===== config.mk =====
export PLATFORM = sky130hd
export DESIGN_NAME = lc_link_control
export DESIGN_NICKNAME = d
export VERILOG_FILES = /design/src/logic/lc_pkg.sv /design/src/logic/lc_link_control.sv
export SDC_FILE = /design/constraint.sdc
export NUM_CORES = 1
export LEC_CHECK = 0
export ABC_AREA = 0
export CELL_PAD_IN_SITES_DETAIL_PLACEMENT = 0
export CELL_PAD_IN_SITES_GLOBAL_PLACEMENT = 2
export CORE_ASPECT_RATIO = 0.6
export CORE_UTILIZATION = 40
export CTS_CLUSTER_SIZE = 24
export DETAILED_ROUTE_END_ITERATION = 10
export DONT_BUFFER_PORTS = 1
export PLACE_DENSITY = 0.85
export SLEW_MARGIN = 20
export SYNTH_ARGS = -nofsm -noshare
export SYNTH_HDL_FRONTEND = slang
export SYNTH_SLANG_ARGS = --single-unit
export TNS_END_PERCENT = 100

===== constraint.sdc =====
create_clock -name clk -period 2.6 [get_ports clk]
set_input_delay 0.26 -clock clk [delete_from_list [all_inputs] [get_ports clk]]
set_output_delay 0.26 -clock clk [all_outputs]
set_load 0.02 [all_outputs]

===== src/logic/lc_pkg.sv =====
// constants, field layouts and carrier types of the link control bank
package lc_pkg;

    // register byte addresses on the bus
    localparam logic [7:0] LC_LINK_CAP_ADDR  = 8'h7C;
    localparam logic [7:0] LC_LINK_CTRL_ADDR = 8'h80;
    localparam logic [7:0] LC_DIAG1_ADDR     = 8'hC4;
    localparam logic [7:0] LC_GEN_CTRL_ADDR  = 8'hD4;
    localparam logic [7:0] LC_PM_STAT_ADDR   = 8'hE0;

    // link control field positions
    localparam int LC_ASPM_LSB = 0;
    localparam int LC_RSVD_BIT = 2;
    localparam int LC_RCB_BIT  = 3;
    localparam int LC_LD_BIT   = 4;
    localparam int LC_RL_BIT   = 5;
    localparam int LC_CCC_BIT  = 6;
    localparam int LC_ES_BIT   = 7;
    localparam int LC_CPM_BIT  = 8;
    localparam int LC_HWAW_BIT = 9;

    // general control and diagnostic field positions
    localparam int LC_CPM_OVRD_BIT  = 23;
    localparam int LC_ASPM_OVRD_LSB = 28;
    localparam int LC_L1_COMMON_LSB = 18;
    localparam int LC_L1_ASYNC_LSB  = 15;

    // link capabilities field positions
    localparam int LC_CAP_PORT_LSB  = 24;
    localparam int LC_CAP_CLKPM_BIT = 18;
    localparam int LC_CAP_L1_LSB    = 15;
    localparam int LC_CAP_L0S_LSB   = 12;
    localparam int LC_CAP_ASPM_LSB  = 10;
    localparam int LC_CAP_WIDTH_LSB = 4;
    localparam int LC_CAP_SPEED_LSB = 0;

    // reset values and fixed codes
    localparam logic       LC_CPM_OVRD_RST  = 1'h0;
    localparam logic [1:0] LC_ASPM_OVRD_RST = 2'h0;
    localparam logic [2:0] LC_L1_COMMON_RST = 3'h3;
    localparam logic [2:0] LC_L1_ASYNC_RST  = 3'h4;
    localparam logic [2:0] LC_L0S_COMMON    = 3'h3;
    localparam logic [2:0] LC_L0S_ASYNC     = 3'h4;
    localparam logic [7:0] LC_PORT_NUM      = 8'h00;
    localparam logic [1:0] LC_ASPM_SUPPORT  = 2'h3;
    localparam logic [5:0] LC_MAX_WIDTH     = 6'h01;
    localparam logic [3:0] LC_MAX_SPEED     = 4'h1;
    localparam logic [1:0] LC_RESP_OK       = 2'h0;
    localparam logic [1:0] LC_RESP_SLVERR   = 2'h2;

    // active-state entry encodings
    localparam logic [1:0] LC_ASPM_OFF  = 2'h0;
    localparam logic [1:0] LC_ASPM_L0S  = 2'h1;
    localparam logic [1:0] LC_ASPM_L1   = 2'h2;
    localparam logic [1:0] LC_ASPM_BOTH = 2'h3;

    // writable link control fields
    typedef struct packed {
        logic       cpm;
        logic       es;
        logic       ccc;
        logic       rcb;
        logic [1:0] aspm;
    } lc_link_ctrl_s;

    // default-override bits of the general control register
    typedef struct packed {
        logic       cpm_ovrd;
        logic [1:0] aspm_ovrd;
    } lc_gen_ctrl_s;

    // exit latency codes of the diagnostic register
    typedef struct packed {
        logic [2:0] l1_common;
        logic [2:0] l1_async;
    } lc_diag_s;

    // bus slave states, one-hot
    typedef enum logic [1:0] {
        LC_BUS_IDLE = 2'b01,
        LC_BUS_ACK  = 2'b10
    } lc_bus_e;

endpackage


===== src/logic/lc_link_control.sv =====
// link control register bank with its avalon slave and clock request pin
//
// Contract
// - the autonomous width disable bit reads zero and ignores writes.
// - with clock pm disabled the clock request pin is held low.
// - with clock pm enabled the pin may be released to stop the refclk.
// - clock pm enable resets to the general control override bit.
// - extended sync asks for long fts plus a ts2 on l1 exit, reset zero.
// - common clock config is read-write and picks the exit latencies.
// - common clock config resets to zero, the asynchronous clock case.
// - the retrain link bit always reads zero.
// - the link disable bit always reads zero.
// - read completion boundary is plain storage, 64 at reset.
// - the reserved bit below the completion boundary reads zero.
// - the two-bit active-state field gates l0s and l1 entry.
// - the active-state field resets to the general control override.
// - l1 exit latency comes from one of two diagnostic fields by ccc.
`timescale 1ns/100ps
`default_nettype none

module lc_link_control
    import lc_pkg::*;
(
    input  wire logic        clk,            // core clock, 100 MHz
    input  wire logic        rst,            // async reset, active high
    input  wire logic [7:0]  address,        // avalon byte address
    input  wire logic        read,           // avalon read request
    input  wire logic        write,          // avalon write request
    input  wire logic [31:0] writedata,      // avalon write data
    input  wire logic [3:0]  byteenable,     // avalon byte lanes
    output logic [31:0]      readdata,       // avalon read data
    output logic [1:0]       response,       // avalon response code
    output logic             waitrequest,    // avalon stall
    input  wire logic        link_l1_idle,   // link sits idle in l1
    input  wire logic        clkreq_n_in,    // clock request pin level
    output logic             clkreq_n_out,   // clock request pin drive
    output logic             clkreq_n_oe,    // clock request pin enable
    output logic             aspm_l0s_en,    // l0s entry allowed
    output logic             aspm_l1_en,     // l1 entry allowed
    output logic             extended_sync,  // long sync on l1 exit
    output logic             common_clock,   // shared refclk reported
    output logic             root_rcb_128,   // root boundary is 128
    output logic [2:0]       l1_exit_lat,    // reported l1 exit code
    output logic [2:0]       l0s_exit_lat    // reported l0s exit code
);

    // merge write data into a word under the byte enables
    function automatic logic [31:0] lane_merge(
        input logic [31:0] old_w,
        input logic [31:0] new_w,
        input logic [3:0]  be
    );
        logic [31:0] res;
        res = old_w;
        for (int i = 0; i < 4; i++) begin
            if (be[i]) begin
                res[i*8 +: 8] = new_w[i*8 +: 8];
            end
        end
        return res;
    endfunction

    // link control image, fixed bits forced to zero
    function automatic logic [31:0] pack_ctrl(input lc_link_ctrl_s c);
        logic [31:0] w;
        w = 32'h0000_0000;
        w[LC_ASPM_LSB +: 2] = c.aspm;
        w[LC_RCB_BIT]       = c.rcb;
        w[LC_CCC_BIT]       = c.ccc;
        w[LC_ES_BIT]        = c.es;
        w[LC_CPM_BIT]       = c.cpm;
        return w;
    endfunction

    lc_bus_e       state_reg, state_next;
    logic [31:0]   rdata_reg, rdata_next;
    logic [1:0]    resp_reg, resp_next;
    lc_link_ctrl_s ctrl_reg, ctrl_next;
    lc_gen_ctrl_s  gen_reg, gen_next;
    lc_diag_s      diag_reg, diag_next;
    logic          load_reg, load_next;
    logic          pin_meta_reg, pin_meta_next;
    logic          pin_sync_reg, pin_sync_next;
    logic          release_reg, release_next;
    logic [2:0]    l1lat_reg, l1lat_next;
    logic [2:0]    l0slat_reg, l0slat_next;
    logic          wr_go;
    logic [31:0]   wword;
    logic [31:0]   cap_word;
    logic [31:0]   gen_word;
    logic [31:0]   diag_word;
    logic [31:0]   stat_word;

    // a write lands only at the edge where waitrequest is low
    assign wr_go       = (state_reg == LC_BUS_ACK) && write;
    assign waitrequest = (state_reg != LC_BUS_ACK);
    assign readdata    = rdata_reg;
    assign response    = resp_reg;

    // read images of the surrounding registers
    always_comb begin
        cap_word = 32'h0000_0000;
        cap_word[LC_CAP_PORT_LSB +: 8]  = LC_PORT_NUM;
        cap_word[LC_CAP_CLKPM_BIT]      = 1'b1;
        cap_word[LC_CAP_L1_LSB +: 3]    = l1lat_reg;
        cap_word[LC_CAP_L0S_LSB +: 3]   = l0slat_reg;
        cap_word[LC_CAP_ASPM_LSB +: 2]  = LC_ASPM_SUPPORT;
        cap_word[LC_CAP_WIDTH_LSB +: 6] = LC_MAX_WIDTH;
        cap_word[LC_CAP_SPEED_LSB +: 4] = LC_MAX_SPEED;
        gen_word = 32'h0000_0000;
        gen_word[LC_CPM_OVRD_BIT]         = gen_reg.cpm_ovrd;
        gen_word[LC_ASPM_OVRD_LSB +: 2]   = gen_reg.aspm_ovrd;
        diag_word = 32'h0000_0000;
        diag_word[LC_L1_COMMON_LSB +: 3]  = diag_reg.l1_common;
        diag_word[LC_L1_ASYNC_LSB +: 3]   = diag_reg.l1_async;
        stat_word = {30'h0000_0000, release_reg, pin_sync_reg};
    end

    // bus slave: one wait cycle, data captured while stalled
    always_comb begin
        state_next = state_reg;
        rdata_next = rdata_reg;
        resp_next  = resp_reg;
        case (state_reg)
            LC_BUS_IDLE: begin
                // the override load must finish before any access
                if ((read || write) && !load_reg) begin
                    state_next = LC_BUS_ACK;
                    resp_next  = LC_RESP_OK;
                    rdata_next = 32'h0000_0000;
                    if (address == LC_LINK_CTRL_ADDR) begin
                        rdata_next = pack_ctrl(ctrl_reg);
                    end else if (address == LC_LINK_CAP_ADDR) begin
                        rdata_next = cap_word;
                    end else if (address == LC_DIAG1_ADDR) begin
                        rdata_next = diag_word;
                    end else if (address == LC_GEN_CTRL_ADDR) begin
                        rdata_next = gen_word;
                    end else if (address == LC_PM_STAT_ADDR) begin
                        rdata_next = stat_word;
                    end else begin
                        resp_next = LC_RESP_SLVERR;
                    end
                end
            end
            LC_BUS_ACK: begin
                state_next = LC_BUS_IDLE;
            end
            default: begin
                state_next = LC_BUS_IDLE;
            end
        endcase
    end

    always_ff @(posedge clk or posedge rst) begin
        if (rst) begin
            state_reg <= LC_BUS_IDLE;
            rdata_reg <= 32'h0000_0000;
            resp_reg  <= LC_RESP_OK;
        end else begin
            state_reg <= state_next;
            rdata_reg <= rdata_next;
            resp_reg  <= resp_next;
        end
    end

    // register contents; overrides load one edge after reset release
    always_comb begin
        ctrl_next = ctrl_reg;
        gen_next  = gen_reg;
        diag_next = diag_reg;
        load_next = 1'b0;
        wword     = 32'h0000_0000;
        if (load_reg) begin
            ctrl_next.cpm  = gen_reg.cpm_ovrd;
            ctrl_next.aspm = gen_reg.aspm_ovrd;
        end else if (wr_go) begin
            if (address == LC_LINK_CTRL_ADDR) begin
                wword = lane_merge(pack_ctrl(ctrl_reg), writedata,
                                   byteenable);
                ctrl_next.cpm  = wword[LC_CPM_BIT];
                ctrl_next.es   = wword[LC_ES_BIT];
                ctrl_next.ccc  = wword[LC_CCC_BIT];
                ctrl_next.rcb  = wword[LC_RCB_BIT];
                ctrl_next.aspm = wword[LC_ASPM_LSB +: 2];
            end else if (address == LC_GEN_CTRL_ADDR) begin
                wword = lane_merge(gen_word, writedata, byteenable);
                gen_next.cpm_ovrd  = wword[LC_CPM_OVRD_BIT];
                gen_next.aspm_ovrd = wword[LC_ASPM_OVRD_LSB +: 2];
            end else if (address == LC_DIAG1_ADDR) begin
                wword = lane_merge(diag_word, writedata, byteenable);
                diag_next.l1_common = wword[LC_L1_COMMON_LSB +: 3];
                diag_next.l1_async  = wword[LC_L1_ASYNC_LSB +: 3];
            end
        end
    end

    // es and ccc reset to zero
    always_ff @(posedge clk or posedge rst) begin
        if (rst) begin
            ctrl_reg <= '{cpm: 1'b0, es: 1'b0, ccc: 1'b0, rcb: 1'b0,
                          aspm: LC_ASPM_OFF};
            gen_reg  <= '{cpm_ovrd: LC_CPM_OVRD_RST,
                          aspm_ovrd: LC_ASPM_OVRD_RST};
            diag_reg <= '{l1_common: LC_L1_COMMON_RST,
                          l1_async: LC_L1_ASYNC_RST};
            load_reg <= 1'b1;
        end else begin
            ctrl_reg <= ctrl_next;
            gen_reg  <= gen_next;
            diag_reg <= diag_next;
            load_reg <= load_next;
        end
    end

    // pin side: synchroniser, release decision, latency codes
    always_comb begin
        pin_meta_next = clkreq_n_in;
        pin_sync_next = pin_meta_reg;
        // release only when enabled and idle in l1; the next
        // enable is used so a cleared enable grabs the pin at once
        release_next  = ctrl_next.cpm && link_l1_idle;
        if (ctrl_reg.ccc) begin
            l1lat_next  = diag_reg.l1_common;
            l0slat_next = LC_L0S_COMMON;
        end else begin
            l1lat_next  = diag_reg.l1_async;
            l0slat_next = LC_L0S_ASYNC;
        end
    end

    always_ff @(posedge clk or posedge rst) begin
        if (rst) begin
            pin_meta_reg <= 1'b0;
            pin_sync_reg <= 1'b0;
            release_reg  <= 1'b0;
            l1lat_reg    <= LC_L1_ASYNC_RST;
            l0slat_reg   <= LC_L0S_ASYNC;
        end else begin
            pin_meta_reg <= pin_meta_next;
            pin_sync_reg <= pin_sync_next;
            release_reg  <= release_next;
            l1lat_reg    <= l1lat_next;
            l0slat_reg   <= l0slat_next;
        end
    end

    // open-drain style: pin driven low unless released
    // low while disabled
    assign clkreq_n_out = 1'b0;
    assign clkreq_n_oe  = ~release_reg;

    // entry gates from the active-state field
    assign aspm_l0s_en = (ctrl_reg.aspm == LC_ASPM_L0S) ||
                         (ctrl_reg.aspm == LC_ASPM_BOTH);
    assign aspm_l1_en  = (ctrl_reg.aspm == LC_ASPM_L1) ||
                         (ctrl_reg.aspm == LC_ASPM_BOTH);

    // long sync request to the link layer
    assign extended_sync = ctrl_reg.es;
    assign common_clock  = ctrl_reg.ccc;
    // boundary only reported, the bridge keeps its own fixed value
    assign root_rcb_128  = ctrl_reg.rcb;
    assign l1_exit_lat   = l1lat_reg;
    assign l0s_exit_lat  = l0slat_reg;

endmodule

`default_nettype wire


==> flow_metrics.py <==
metrics = {
    "cells_and_area": {
        "diodes": 0,
        "area_delta_synth_final_pct": 7.156,
        "nets": 220,
        "fill_cells": 431,
        "drive_gt1_frac": 0.2632,
        "fin_util": 0.4577,
        "largest_reg_flops": 18,
    },
    "drt": {
        "drtPass1Iterations": 4,
        "viasPerCell": 5.479,
        "routed_wirelength_um": 4519,
        "drc": 0,
        "via_count": 1282,
        "postRouteAntennaNets": 0,
        "wl_per_cell_um": 19.31,
        "first_iter_violations": 55,
    },
    "die": {
        "dieArea_sq_um": 5324,
        "ios": 98,
        "die_h_um": 56.92,
        "core_sq_um": 4707,
        "initial_utilization": 0.4272,
        "rows": 19,
        "dieWidth_um": 93.53,
    },
    "clock_network": {
        "cts_tree": "built",
        "h-tree-depth": 2,
        "clkTransAtPathRegs_ns": 0.08,
        "ctsResizeCount": 0,
        "clock_sinks": 45,
        "clk_latency_ns": 0.30,
        "post_cts.repair.setup_buffers": 0,
        "cts_buffer_depth": 2,
        "clk_root_buffer_cell": "clkbuf_8",
        "cts_buffers": 5,
    },
    "logic_synthesis": {
        "avgSynthCellArea_sq_um": 12.11,
        "synth.area.top_cells": "dfrtp_1 47%, mux2_2 11%, dfstp_2 9.1%",
        "synth_area_sq_um": 2011,
        "ys.flop_type": "dfrtp_1",
        "synth_top_area_frac": 0.4729,
        "postSynth.asyncResetShare": 1.000,
        "ys_ff_latch": 45,
        "synth_enable_flop_cells": 0,
        "synth_warnings": 0,
        "syn_inst": 166,
        "yosysUniqueCellTypes": 39,
        "ys_seq_area_frac": 0.5644,
        "synth_top_area_cell": "dfrtp_1",
    },
    "setup_path": {
        "cp_max_fo": 17,
        "rr_worst_depth": 6,
        "end_kind": "flop",
        "crit_type": "flop to flop",
        "critPathLaunchType": "flop",
        "reg2reg_slack_ns": 0.83,
        "timing.rr.start": "load_reg",
        "reg2reg_to": "readdata[3]",
        "required_ns": 2.79,
        "worst_ep_arrival_time_ns": 1.96,
    },
    "worst_hold_path": {
        "hp-class": "primary input to asynchronous set/reset pin",
    },
    "global_route": {
        "grt_start_max_net_pins": 46,
        "grt_overflow": 0,
        "antenna_found_initial": 0,
        "grt_pass1_vias": 1388,
        "grt_use_total": 0.1890,
        "grt_pass1_wl_um": 7479,
    },
    "placed_design": {
        "dp_hpwl_um": 3293,
        "gp_congestion": 0.8412,
        "place_worst_setup_slack_ns": 0.5464,
        "place.port_buffers": 0,
    },
    "timing": {
        "fin_tns_setup_ns": 0,
        "max_freq_mhz": 565.4,
        "finalCriticalPeriod_ns": 1.769,
        "worst_pin_slew_ns": 0.9179,
        "finClkSkew_ns": 0.005429,
        "hold_viol": 0,
        "setup_viol": 0,
        "relSlewSlack": 0.3871,
        "grt_setup_unrepaired": "false",
        "final-max-slew-violation-count": 0,
        "layout_setup_ws_ns": 0.8315,
        "post-route-period-util": 0.6802,
    },
    "pwr": {
        "p_per_area_nw_per_um2": 619.2,
        "leakagePower_nw": 1.014,
        "vdd_ir_drop_max_v": 0.0002577,
    },
    "status": {
        "status": "completed",
    },
    "run": {
        "maxCapViolCount": 0,
    },
}
## worst max-delay path, stage by stage (launching register included)
cell     delay (ns)
dfstp_2        0.63
nor2_1         0.06
o211a_1        0.14
inv_1          0.21
buf_4          0.29
nor2_1         0.12
a22o_1         0.20
## worst max path at each step
stage | startpoint | end | cells after the start
2_1_floorplan | address[1] | diag_reg[1] | 4
3_3_place_gp | address[1] | diag_reg[1] | 4
3_5_place_dp | address[1] | diag_reg[1] | 4
4_1_cts | load_reg | readdata[3] | 6
5_1_grt | load_reg | readdata[3] | 6
6_report | load_reg | readdata[3] | 6
## repair_timing
item,CTS,global route
hold buffers,1,0
endpoints found under the hold margin,1,0
setup endpoints to repair,0,0
## logic make-up (layout without fill, tap and decap cells)
| family | Yosys count | after routing | share of synthesized area |
|---|---|---|---|
| simple gates | 50 | 50 | 0.1481 |
| flops | 45 | 45 | 0.5644 |
| buf+inv | 29 | 21 | 0.08649 |
| compound gates | 21 | 21 | 0.08712 |
| mux | 20 | 20 | 0.1120 |
| other cells | 1 | 14 | 0.001865 |
## cells in the mapped netlist, types with 3 or more instances
library cell and number:
nor3_1 3, inv_1 7, a221o_1 3, mux2_2 20
nand2_1 13, and2_1 4, nand3_1 7, dfstp_2 7
a22o_1 8, buf_4 17, dfrtp_1 38, nor2_1 6
clkbuf_1 4
## layout make-up
type                            instances  area [sq um]  area share
Clock buffer                            7         86.33     0.04007
Clock inverter                          1         30.03     0.01394
Multi-Input combinational cell        105         750.7      0.3484
Inverter                                7         26.28     0.01220
Tap cell                               63         78.83     0.03659
Sequential cell                        45          1135      0.5267
Timing Repair Buffer                    6         47.55     0.02207
## layout by cell type (no fill, tap or decap), types with 2 or more instances in the layout
cell,count
clkbuf_8,6
nor2_1,6
a21o_1,2
and2_1,4
dfrtp_1,38
nor3_1,3
dfstp_2,7
nand2b_1,2
a22o_1,8
mux2_2,20
nand2_1,13
conb_1,14
inv_1,6
buf_4,5
a221o_1,3
nand3_1,7
o21ai_0,2
## report_power, final
| part | switching [mW] | internal [mW] |
|---|---|---|
| logic | 0.0532 | 0.0159 |
| clock network | 0.235 | 0.313 |
| registers | 0.00889 | 0.708 |
| total | 0.297 | 1.04 |
## layer usage
metal,share of wire,track usage,vias up
met4,0.012,0.06374,0
met5,0,0,-
met3,0.072,0.05691,8
met2,0.50,0.3151,57
met1,0.42,0.2366,653
li1,-,-,564
## stage by stage
stage / hold slack (ns) / power (mW) / std cells / cell area [sq um]
4_1_cts: 0.07763 / 1.349 / 234 / 2155
6_report: 0.04058 / 1.334 / 234 / 2155
2_1_floorplan: 0.2914 / 0.7952 / 179 / 2059
3_5_place_dp: 0.2916 / 0.7987 / 225 / 2028
3_3_place_gp: 0.2916 / 0.7962 / 225 / 2028
5_1_grt: 0.09249 / 1.387 / 234 / 2155
(Power assumes the default switching activity.)
